## src/inc/sadc_pkg.sv

```systemverilog
package sadc_pkg;

	// Result word width and the SAR stepping plan.
	localparam int RES_W = 18;
	localparam int BITS_PER_STEP = 3;
	localparam int SAR_STEPS = RES_W / BITS_PER_STEP;

	// Timing figures in nanoseconds, as printed.
	localparam int CLK_PERIOD_NS = 100;
	localparam int CONV_TIME_NS = 650;
	localparam int START_LOW_MIN_NS = 20;
	localparam int QUIET_BEFORE_NS = 50;
	localparam int QUIET_AFTER_NS = 40;
	localparam int ACQ_MIN_NS = 320;

	// The conversion time is a nominal figure; it rounds down, never below one cycle.
	localparam int CONV_CYCLES_RAW = CONV_TIME_NS / CLK_PERIOD_NS;
	localparam int CONV_CYCLES = (CONV_CYCLES_RAW < 1) ? 1 : CONV_CYCLES_RAW;

	// Reset values and codes of the output word.
	localparam logic [17:0] RESULT_RST = 18'h00000;
	localparam logic [17:0] CODE_POS_FS = 18'h1FFFF;
	localparam logic [17:0] CODE_MID = 18'h00000;
	localparam logic [17:0] CODE_MID_M1 = 18'h3FFFF;
	localparam logic [17:0] CODE_NEG_FS = 18'h20000;
	localparam logic [17:0] BUS_ALL_ONES = 18'h3FFFF;

	// Field positions of the synchronised pin vector.
	localparam int PIN_CONV = 4;
	localparam int PIN_CS = 3;
	localparam int PIN_RD = 2;
	localparam int PIN_NARROW = 1;
	localparam int PIN_LOWPAIR = 0;
	localparam logic [4:0] PINS_IDLE = 5'h1C;

	typedef enum logic [1:0] {
		SADC_SAMPLE,
		SADC_CONVERT,
		SADC_DONE_IDLE
	} sadc_state_t;

endpackage

```

## src/hw/sadc_top.sv

```systemverilog
`timescale 1ns/1ps
module sadc_top
	import sadc_pkg::*;
(
	input wire logic mclk,
	input wire logic rst_n,
	input wire logic conversion_start_n,
	input wire logic cs_n,
	input wire logic rd_n,
	input wire logic narrow_lane_select,
	input wire logic low_pair_select,
	input wire logic [17:0] analog_code,
	output logic busy,
	output logic sample_hold,
	output logic [17:0] result_bus_out,
	output logic result_bus_oe
);

	////////////////////////////////////////////////////////////////////////////
	// Reset release through two flops; assertion stays asynchronous.
	logic rst_meta_r, rst_sync_n_r;

	always_ff @(posedge mclk or negedge rst_n) begin
		if (!rst_n) begin
			rst_meta_r <= 1'b0;
			rst_sync_n_r <= 1'b0;
		end else begin
			rst_meta_r <= 1'b1;
			rst_sync_n_r <= rst_meta_r;
		end
	end

	////////////////////////////////////////////////////////////////////////////
	// Pin synchronisers; only the second stage and later copies feed logic.
	logic [4:0] pin_meta_r, pin_sync_r, pin_prev_r;

	always_ff @(posedge mclk or negedge rst_sync_n_r) begin
		if (!rst_sync_n_r) begin
			pin_meta_r <= PINS_IDLE;
			pin_sync_r <= PINS_IDLE;
			pin_prev_r <= PINS_IDLE;
		end else begin
			pin_meta_r <= {conversion_start_n, cs_n, rd_n, narrow_lane_select, low_pair_select};
			pin_sync_r <= pin_meta_r;
			pin_prev_r <= pin_sync_r;
		end
	end

	logic conv_s, cs_s, rd_s, narrow_s, lowpair_s;
	logic conv_fall, cs_fall, start_ok;

	// Edges are seen between the second stage and its delayed copy.
	assign conv_s = pin_sync_r[PIN_CONV];
	assign cs_s = pin_sync_r[PIN_CS];
	assign rd_s = pin_sync_r[PIN_RD];
	assign narrow_s = pin_sync_r[PIN_NARROW];
	assign lowpair_s = pin_sync_r[PIN_LOWPAIR];
	assign conv_fall = pin_prev_r[PIN_CONV] & ~conv_s;
	assign cs_fall = pin_prev_r[PIN_CS] & ~cs_s;
	assign start_ok = conv_fall & ~cs_s;

	////////////////////////////////////////////////////////////////////////////
	// Output word slicing for the three bus widths.
	function automatic logic [17:0] sadc_slice(input logic [17:0] w, input logic nar, input logic lp);
		logic [17:0] o;
		o = BUS_ALL_ONES;
		case ({nar, lp})
			2'h0: o = w;
			2'h1: o[3:2] = w[1:0];
			2'h2: o[17:10] = w[9:2];
			2'h3: o[11:10] = w[1:0];
			default: o = BUS_ALL_ONES;
		endcase
		return o;
	endfunction

	////////////////////////////////////////////////////////////////////////////
	// Conversion control. The system clock stands in for the internal
	// oscillator, so nothing from the host paces the search.
	sadc_state_t state_r, state_nxt;
	logic busy_r, busy_nxt;
	logic hold_r, hold_nxt;
	logic [17:0] held_r, held_nxt;
	logic [17:0] result_r, result_nxt;
	logic [17:0] bus_r, bus_nxt;
	logic oe_r, oe_nxt;
	logic sar_load, sar_abort, sar_done;
	logic [17:0] sar_result;

	always_comb begin
		state_nxt = state_r;
		busy_nxt = busy_r;
		hold_nxt = hold_r;
		held_nxt = held_r;
		result_nxt = result_r;
		sar_load = 1'b0;
		sar_abort = 1'b0;
		case (state_r)
			SADC_SAMPLE, SADC_DONE_IDLE: begin
				if (start_ok) begin
					state_nxt = SADC_CONVERT;
					busy_nxt = 1'b1;
					hold_nxt = 1'b1;
					held_nxt = analog_code;
					sar_load = 1'b1;
				end else if (state_r == SADC_DONE_IDLE && cs_fall) begin
					state_nxt = SADC_SAMPLE;
					hold_nxt = 1'b0;
				end
			end
			SADC_CONVERT: begin
				if (start_ok || cs_fall) begin
					// Self-clear reset: result latch zeroed, busy dropped, sampling restarts.
					state_nxt = SADC_SAMPLE;
					busy_nxt = 1'b0;
					hold_nxt = 1'b0;
					result_nxt = RESULT_RST;
					sar_abort = 1'b1;
				end else if (sar_done) begin
					busy_nxt = 1'b0;
					result_nxt = sar_result;
					// With select high the input stays frozen until select falls.
					state_nxt = cs_s ? SADC_DONE_IDLE : SADC_SAMPLE;
					hold_nxt = cs_s;
				end
			end
			default: begin
				state_nxt = SADC_SAMPLE;
				busy_nxt = 1'b0;
				hold_nxt = 1'b0;
			end
		endcase
		// Slices follow the selects live, so a held read strobe works too.
		bus_nxt = sadc_slice(result_r, narrow_s, lowpair_s);
		oe_nxt = ~cs_s & ~rd_s;
	end

	// Registers of the control group.
	always_ff @(posedge mclk or negedge rst_sync_n_r) begin
		if (!rst_sync_n_r) begin
			state_r <= SADC_SAMPLE;
			busy_r <= 1'b0;
			hold_r <= 1'b0;
			held_r <= RESULT_RST;
			result_r <= RESULT_RST;
			bus_r <= RESULT_RST;
			oe_r <= 1'b0;
		end else begin
			state_r <= state_nxt;
			busy_r <= busy_nxt;
			hold_r <= hold_nxt;
			held_r <= held_nxt;
			result_r <= result_nxt;
			bus_r <= bus_nxt;
			oe_r <= oe_nxt;
		end
	end

	// Search engine; it finishes CONV_CYCLES after the load.
	// The target is fed the value being captured, since the held copy only updates at the load edge.
	sadc_sar u_sar (
		.mclk(mclk),
		.rst_sync_n(rst_sync_n_r),
		.load(sar_load),
		.abort(sar_abort),
		.held_code(held_nxt),
		.result(sar_result),
		.done(sar_done)
	);

	assign busy = busy_r;
	assign sample_hold = hold_r;
	assign result_bus_out = bus_r;
	assign result_bus_oe = oe_r;

	////////////////////////////////////////////////////////////////////////////
	// Checks. A counter measures busy so its length is bounded exactly.
	logic [3:0] busy_cnt_r;

	always_ff @(posedge mclk or negedge rst_sync_n_r) begin
		if (!rst_sync_n_r) begin
			busy_cnt_r <= 4'h0;
		end else begin
			busy_cnt_r <= busy_r ? busy_cnt_r + 4'h1 : 4'h0;
		end
	end
endmodule

```

## src/hw/sadc_sar.sv

```systemverilog
`timescale 1ns/1ps
module sadc_sar
	import sadc_pkg::*;
(
	input wire logic mclk,
	input wire logic rst_sync_n,
	input wire logic load,
	input wire logic abort,
	input wire logic [17:0] held_code,
	output logic [17:0] result,
	output logic done
);

	logic [17:0] trial_r, trial_nxt;
	logic [17:0] target_r, target_nxt;
	logic [2:0] step_r, step_nxt;
	logic run_r, run_nxt;
	logic done_r, done_nxt;

	////////////////////////////////////////////////////////////////////////////
	// The search runs in offset binary so an unsigned compare works; the top
	// bit is flipped back at the end, giving the two's complement code map.
	always_comb begin
		logic [17:0] t;
		t = trial_r;
		trial_nxt = trial_r;
		target_nxt = target_r;
		step_nxt = step_r;
		run_nxt = run_r;
		done_nxt = 1'b0;
		if (abort) begin
			run_nxt = 1'b0;
		end else if (load) begin
			target_nxt = held_code ^ CODE_NEG_FS;
			trial_nxt = RESULT_RST;
			step_nxt = 3'h0;
			run_nxt = 1'b1;
		end else if (run_r) begin
			// Three bit decisions per clock keep the whole search inside the conversion time.
			for (int b = 0; b < BITS_PER_STEP; b++) begin
				t[RES_W - 1 - (int'(step_r) * BITS_PER_STEP) - b] = 1'b1;
				if (t > target_r) begin
					t[RES_W - 1 - (int'(step_r) * BITS_PER_STEP) - b] = 1'b0;
				end
			end
			trial_nxt = t;
			step_nxt = step_r + 3'h1;
			if (int'(step_r) == SAR_STEPS - 1) begin
				run_nxt = 1'b0;
				done_nxt = 1'b1;
			end
		end
	end

	// State registers of the search.
	always_ff @(posedge mclk or negedge rst_sync_n) begin
		if (!rst_sync_n) begin
			trial_r <= RESULT_RST;
			target_r <= RESULT_RST;
			step_r <= 3'h0;
			run_r <= 1'b0;
			done_r <= 1'b0;
		end else begin
			trial_r <= trial_nxt;
			target_r <= target_nxt;
			step_r <= step_nxt;
			run_r <= run_nxt;
			done_r <= done_nxt;
		end
	end

	assign result = trial_r ^ CODE_NEG_FS;
	assign done = done_r;

endmodule

```

## config.mk

```make
export PLATFORM = sky130hd
export DESIGN_NAME = sadc_top
export DESIGN_NICKNAME = d
export VERILOG_FILES = /design/src/inc/sadc_pkg.sv /design/src/hw/sadc_top.sv /design/src/hw/sadc_sar.sv
export SDC_FILE = /design/constraint.sdc
export NUM_CORES = 1
export LEC_CHECK = 0
export ABC_AREA = 1
export BUFFER_PORTS_ARGS = -buffer_cell sky130_fd_sc_hd__buf_2
export CAP_MARGIN = 20
export CORE_MARGIN = 1.5
export CORE_UTILIZATION = 35
export CTS_CLUSTER_SIZE = 24
export DETAILED_ROUTE_END_ITERATION = 10
export PLACE_DENSITY = 0.59
export REMOVE_ABC_BUFFERS = 1
export SLEW_MARGIN = 10
export SYNTH_ARGS = -nofsm -noshare
export SYNTH_HDL_FRONTEND = slang
export SYNTH_HIERARCHICAL = 1
export SYNTH_SLANG_ARGS = --single-unit
```

## constraint.sdc

```tcl
create_clock -name mclk -period 3.2 [get_ports mclk]
set_input_delay 0.16 -clock mclk [delete_from_list [all_inputs] [get_ports mclk]]
set_output_delay 0.16 -clock mclk [all_outputs]
set_load 0.05 [all_outputs]
```

### Word level (Yosys, flattened, before mapping)

Index checks and enable logic that the tools add are counted.

* output and inout port bits: 21
* bits in writable memories: 0
* latch bits: 0
* memories kept: 0
* word-level logic and storage cells: 129
* bits of input ports: 25
* memory bits (read-only): 0
* bits in registers: 117

* shift-type cells: 0
* eq/ne operators: 9
* div/mod/pow operators: 0
* bitwise gates (word level): 19
* order comparisons: 9
* add/sub/neg operators: 4
* reductions and logical operators: 15
* $mul: 1
* muxes and demuxes: 55

Operator list (count)
* $mux W18: 15
* $ge A32 B1 Y1 const B: 3
* $lt A32 B7 Y1 const B: 3
* $and A18 B18 Y18: 3
* $gt A18 B18 Y1: 3
* $not A18 Y18: 3
* $or A18 B18 Y18: 3
* $sub A32 B2 Y32 const B: 1
* $sub A32 B3 Y32 const B: 1
* $sub A6 B32 Y32 const A: 1
* $mux W1: 22
* $demux W1 S5: 3
* $mux W2: 6
* $pmux W6 S2: 1
* $reduce_and A2 Y1: 5
* $pmux W2 S2: 2
* $eq A2 B2 Y1 const B: 3
* $mux W3: 2
* $mux W6: 1
* $not A1 Y1: 6
* $pmux W2 S3: 1
* $mul A3 B2 Y5 const B: 1
* $and A1 B1 Y1: 4
* $eq A2 B1 Y1 const B: 2
* 11 further kinds: 17

### Depth between registers and ports, before layout

* depth in word-level cells: 23
* mapped depth: 52
* depth with buffers taken out: 50

### By module

Netlist, hierarchy kept.

Modules (own cells, without submodules)
* sadc_sar: times used 1, cells an instance 734, sequential area each 1026.0 um^2, area an instance 4700.8 um^2
* sadc_top: times used 1, cells an instance 270, sequential area each 1836.8 um^2, area an instance 2715.1 um^2

### Worst setup path after synthesis

OpenSTA, ideal clock, no wires.

* path type: register to register
* start point: register u_sar.step_r[1]
* end point: register u_sar.trial_r[17]
* period minus slack after synthesis: 5846 ps
* buffers on the path: 3
* path slack: -2646 ps
* data required time: 3135 ps
* cell stages (with the launch flop): 46
* library setup time: 65 ps
* arrival: 5781 ps
* path through: dfrtp_1 inv_1 ha_1 inv_2 fa_1 inv_1 nand2_2 nand2_4 nor2_2 nand2_1 nor2_1 or2_2 ha_1 nand2_1 nor3_1 nand2_1 nand2_2 buf_4 (+10 left out) nand2_1 clkinv_1 buf_2 nand2_1 nand2_1 nand2_1 ha_1 a21o_1 o21ai_0 nand2_1 nand2_1 nand3_1 nand2_1 clkbuf_1 nor2_1 nor2_1 nand2_1 nand2_1

* word-level cells in the longest chain between the ends: 23
* elaborated cells between the ends (all ways): 42
* classes of those cells: 3 x add/sub; 1 x mul; 9 x order compare; 17 x mux; 9 x bitwise; 3 x reduce/logical

RTL lines
* start: declaration: line sadc_sar.sv:16 `logic [2:0] step_r, step_nxt;`
* start signal: assignment: line sadc_sar.sv:66 `step_r <= step_nxt;`
* $mul A3 B2 Y5 *: line sadc_sar.sv:41, sadc_sar.sv:43
* $sub A6 B32 Y32 *: line sadc_sar.sv:41, sadc_sar.sv:43
* $ge A32 B1 Y1 (not written as such) / $lt A32 B7 Y1 (equally long branches): line sadc_sar.sv:41, sadc_sar.sv:43
* $logic_and A1 B1 Y1 (not written as such): line sadc_sar.sv:41, sadc_sar.sv:43
* $mux W1 (not written as such): line sadc_sar.sv:41, sadc_sar.sv:43
* $demux W1 S5
* $or A18 B18 Y18 (no source line) / $not A18 Y18 (equally long branches)
* $gt A18 B18 Y1 / $and A18 B18 Y18 (equally long branches)
* (+7 left out)
* $mux W18: line sadc_sar.sv:38 `end else if (run_r) begin`
* $mux W18: line sadc_sar.sv:33 `end else if (load) begin`
* $mux W18: line sadc_sar.sv:31 `if (abort) begin`
* $or A18 B18 Y18 (no source line)
* $gt A18 B18 Y1 / $and A18 B18 Y18 (equally long branches)
* $mux W18 *: line sadc_sar.sv:42 `if (t > target_r) begin`
* $mux W18 *: line sadc_sar.sv:38
* $mux W18 *: line sadc_sar.sv:33
* end signal: assignment: line sadc_sar.sv:64 `trial_r <= trial_nxt;`
* end: declaration: line sadc_sar.sv:14 `logic [17:0] trial_r, trial_nxt;`

Every way passes the cells marked *; elsewhere a longest branch is shown, timed or not. The select of a mux whose other input is x is not followed.
A chain may end at the register's enable or synchronous reset.

### Final worst setup path

* start point: register u_sar.step_r[1]
* end point: register u_sar.trial_r[5]

The elaborated chain is that of the path after synthesis.

==> impl_metrics.tcl <==
set metrics [dict create \
    core_um2 20900 \
    crit_path_max_fanout 8 \
    ys.flop_type "dfrtp_1" \
    synth_seq_cells 114 \
    start_util_pct 35.5 \
    drc 0 \
    cp_data_required_time_ps 3560 \
    arrival_ps 6420 \
    critPathLaunch "u_sar/step_r[1]" \
    layout.nets 1348 \
    drt_iter0_drc 564 \
    drt_first_pass_iters 6 \
    final_common_cell "nand2_1" \
    finalHoldViolCount 0 \
    synthesis.area_um2 7420 \
    path_class "flop to flop" \
    fp-row-count 53 \
    critical_path.reg2reg.startpoint "u_sar/step_r[1]" \
    gp_congestion 1.01 \
    grt.total_usage_pct 22.4 \
    cts_tree "yes" \
    max_freq_mhz 165 \
    post-route-period-util_pct 190 \
    die_h_um 149 \
    report.final.slew_viol_count 0 \
    critPathBufInv 11 \
    ys_async_sr_fraction_pct 100 \
    slew_headroom_pct 47.3 \
    cts.path.max_buffers 2 \
    antenna_cells 0 \
    clockRootBuffer "clkbuf_16" \
    ant_nets 0 \
    gr-total-overflow 0 \
    worst_slack_ps -2860 \
    fin_crit_ps 6060 \
    yosysSeqAreaShare_pct 38.6 \
    setup_viol 18 \
    numClockSinks 114 \
    io_buffers 45 \
    die_x_um 149 \
    grt_max_degree 46 \
    grt_pass1_wl_mm 37.5 \
    num_vias 7535 \
    post-place-ws_ps -3470 \
    status "complete, but fails checks" \
    drive_above_1_share_pct 40.2 \
    syn2layout_area_growth_pct 51.3 \
    wl_mm 24.9 \
    dpl_cell_area_um2 8980 \
    cpPeakStageDelay_ps 610 \
    fillers 1932 \
    pin_count 46 \
    synthDistinctLibCells 43 \
    yosysWarnings 6 \
    maxCapViolCount 0 \
    slowest_stage "fa_2" \
    via_per_inst 4.87 \
    cp_common_cell "nand2_1" \
    violations "setup timing" \
    routedWlPerCell_um 16.1 \
    finalHoldWorstSlack_ps 45.0 \
    worstSetupEndpointType "flop" \
    hp-class "input port to asynchronous set/reset pin" \
    grt_pass1_vias 7286 \
    skew_ps 14.7 \
    htreeDepth 4 \
    clock_latency_ps 430 \
    grt_setup_unrepaired "true" \
    syn_avg_cell_area_um2 7.39 \
    post-route-cell-area_um2 11200 \
    final_core_util_pct 53.7 \
    cts_buffers 17 \
    syn_inst 1004 \
    clk_pin_slew_worst_paths_ps 60 \
    antenna_found_initial 0 \
    worst_slew_pin_slew_ps 787 \
    dp_hpwl_mm 17.1 \
    start_kind "flop" \
    cp_top_family "simple AND/OR/NAND/NOR gates" \
    die_area_um2 22100 \
    synth_edf_count 0 \
    layout_common_cells "304 x nand2_1, 183 x buf_4, 105 x dfrtp_1" \
]
==> layout make-up <==
cell class                 count  area, um2  area share (%)
clock buffer                  21        470            4.19
clock inverter                11        128            1.14
inverter                     111        429            3.83
multi-input combinational    743       4880            43.5
sequential                   114       2870            25.5
tap                          275        344            3.07
timing repair buffer         271       2100            18.8
==> cell usage after synthesis, types with 9 or more instances <==
cell | n | area share, %
a21oi_1 | 32 | 2.2
o21ai_0 | 28 | 1.9
inv_2 | 11 | 0.56
o21bai_1 | 10 | 1.0
inv_1 | 97 | 4.9
nor2_1 | 92 | 4.7
ha_1 | 64 | 11
dfrtp_1 | 106 | 36
nand3_1 | 42 | 2.8
nand4_1 | 9 | 0.76
nor3_1 | 11 | 0.74
nand2_2 | 12 | 1.0
nand2_1 | 369 | 19
o21ai_1 | 18 | 1.2
buf_4 | 21 | 2.1
==> metrics by stage <==
| step | setup TNS [ps] | cells |
|---|---|---|
| floorplan | -69150 | 967 |
| finish | -50360 | 1546 |
| global route | -56250 | 1546 |
| global placement | -61580 | 1447 |
| CTS | -48790 | 1534 |
| detailed placement | -62080 | 1447 |
==> sequential cells by signal (all words and copies together), names as in the netlist, 2 cells and up <==
name	count
state_r	2
pin_sync_r	5
pin_meta_r	5
result_r	18
u_sar/trial_r	18
u_sar/target_r	18
held_r	18
result_bus_out	18
u_sar/step_r	3
pin_prev_r	2
==> metal layers <==
metal	vias to the layer above	global-route usage [%]	wire [um]
li1	3689	-	-
met1	3549	28.6	10600
met2	217	36.8	11800
met3	80	4.14	1300
met4	0	10.1	1180
met5	-	0	0
==> cell families after synthesis <==
| kind of cell | after synthesis | share of synthesized area, % |
|---|---|---|
| AOI/OAI and AO/OA | 101 | 7.74 |
| xor gates and xnor gates | 1 | 0.118 |
| other | 1 | 0.0506 |
| DFF | 114 | 38.6 |
| adders and majority gates | 65 | 11.1 |
| buffers and inverters | 148 | 8.86 |
| and+or+nand+nor | 574 | 33.6 |
==> final timing paths <==
check | end | slack [ps] | depth (start not counted)
worst max-delay path | u_sar/trial_r[5] | -2860 | 45
worst min-delay path | rst_sync_n_r | 50 | 2
worst max register to register | u_sar/trial_r[5] | -2860 | 45
worst min register to register | state_r[0] | 350 | 0
max in group asynchronous | pin_meta_r[2] | 1930 | 1
min in group mclk | pin_sync_r[0] | 350 | 0
==> timing repair <==
item,in CTS,in global routing
hold buffers,24,0
setup endpoints to repair,18,18
resized for setup,116,128
gates cloned,3,1
buffers inserted,28,12
endpoints found under the hold margin,25,0
pin swaps,57,85
Power is not shown: default switching activity piles up to over one toggle a cycle in this logic, so the estimate is an artifact.
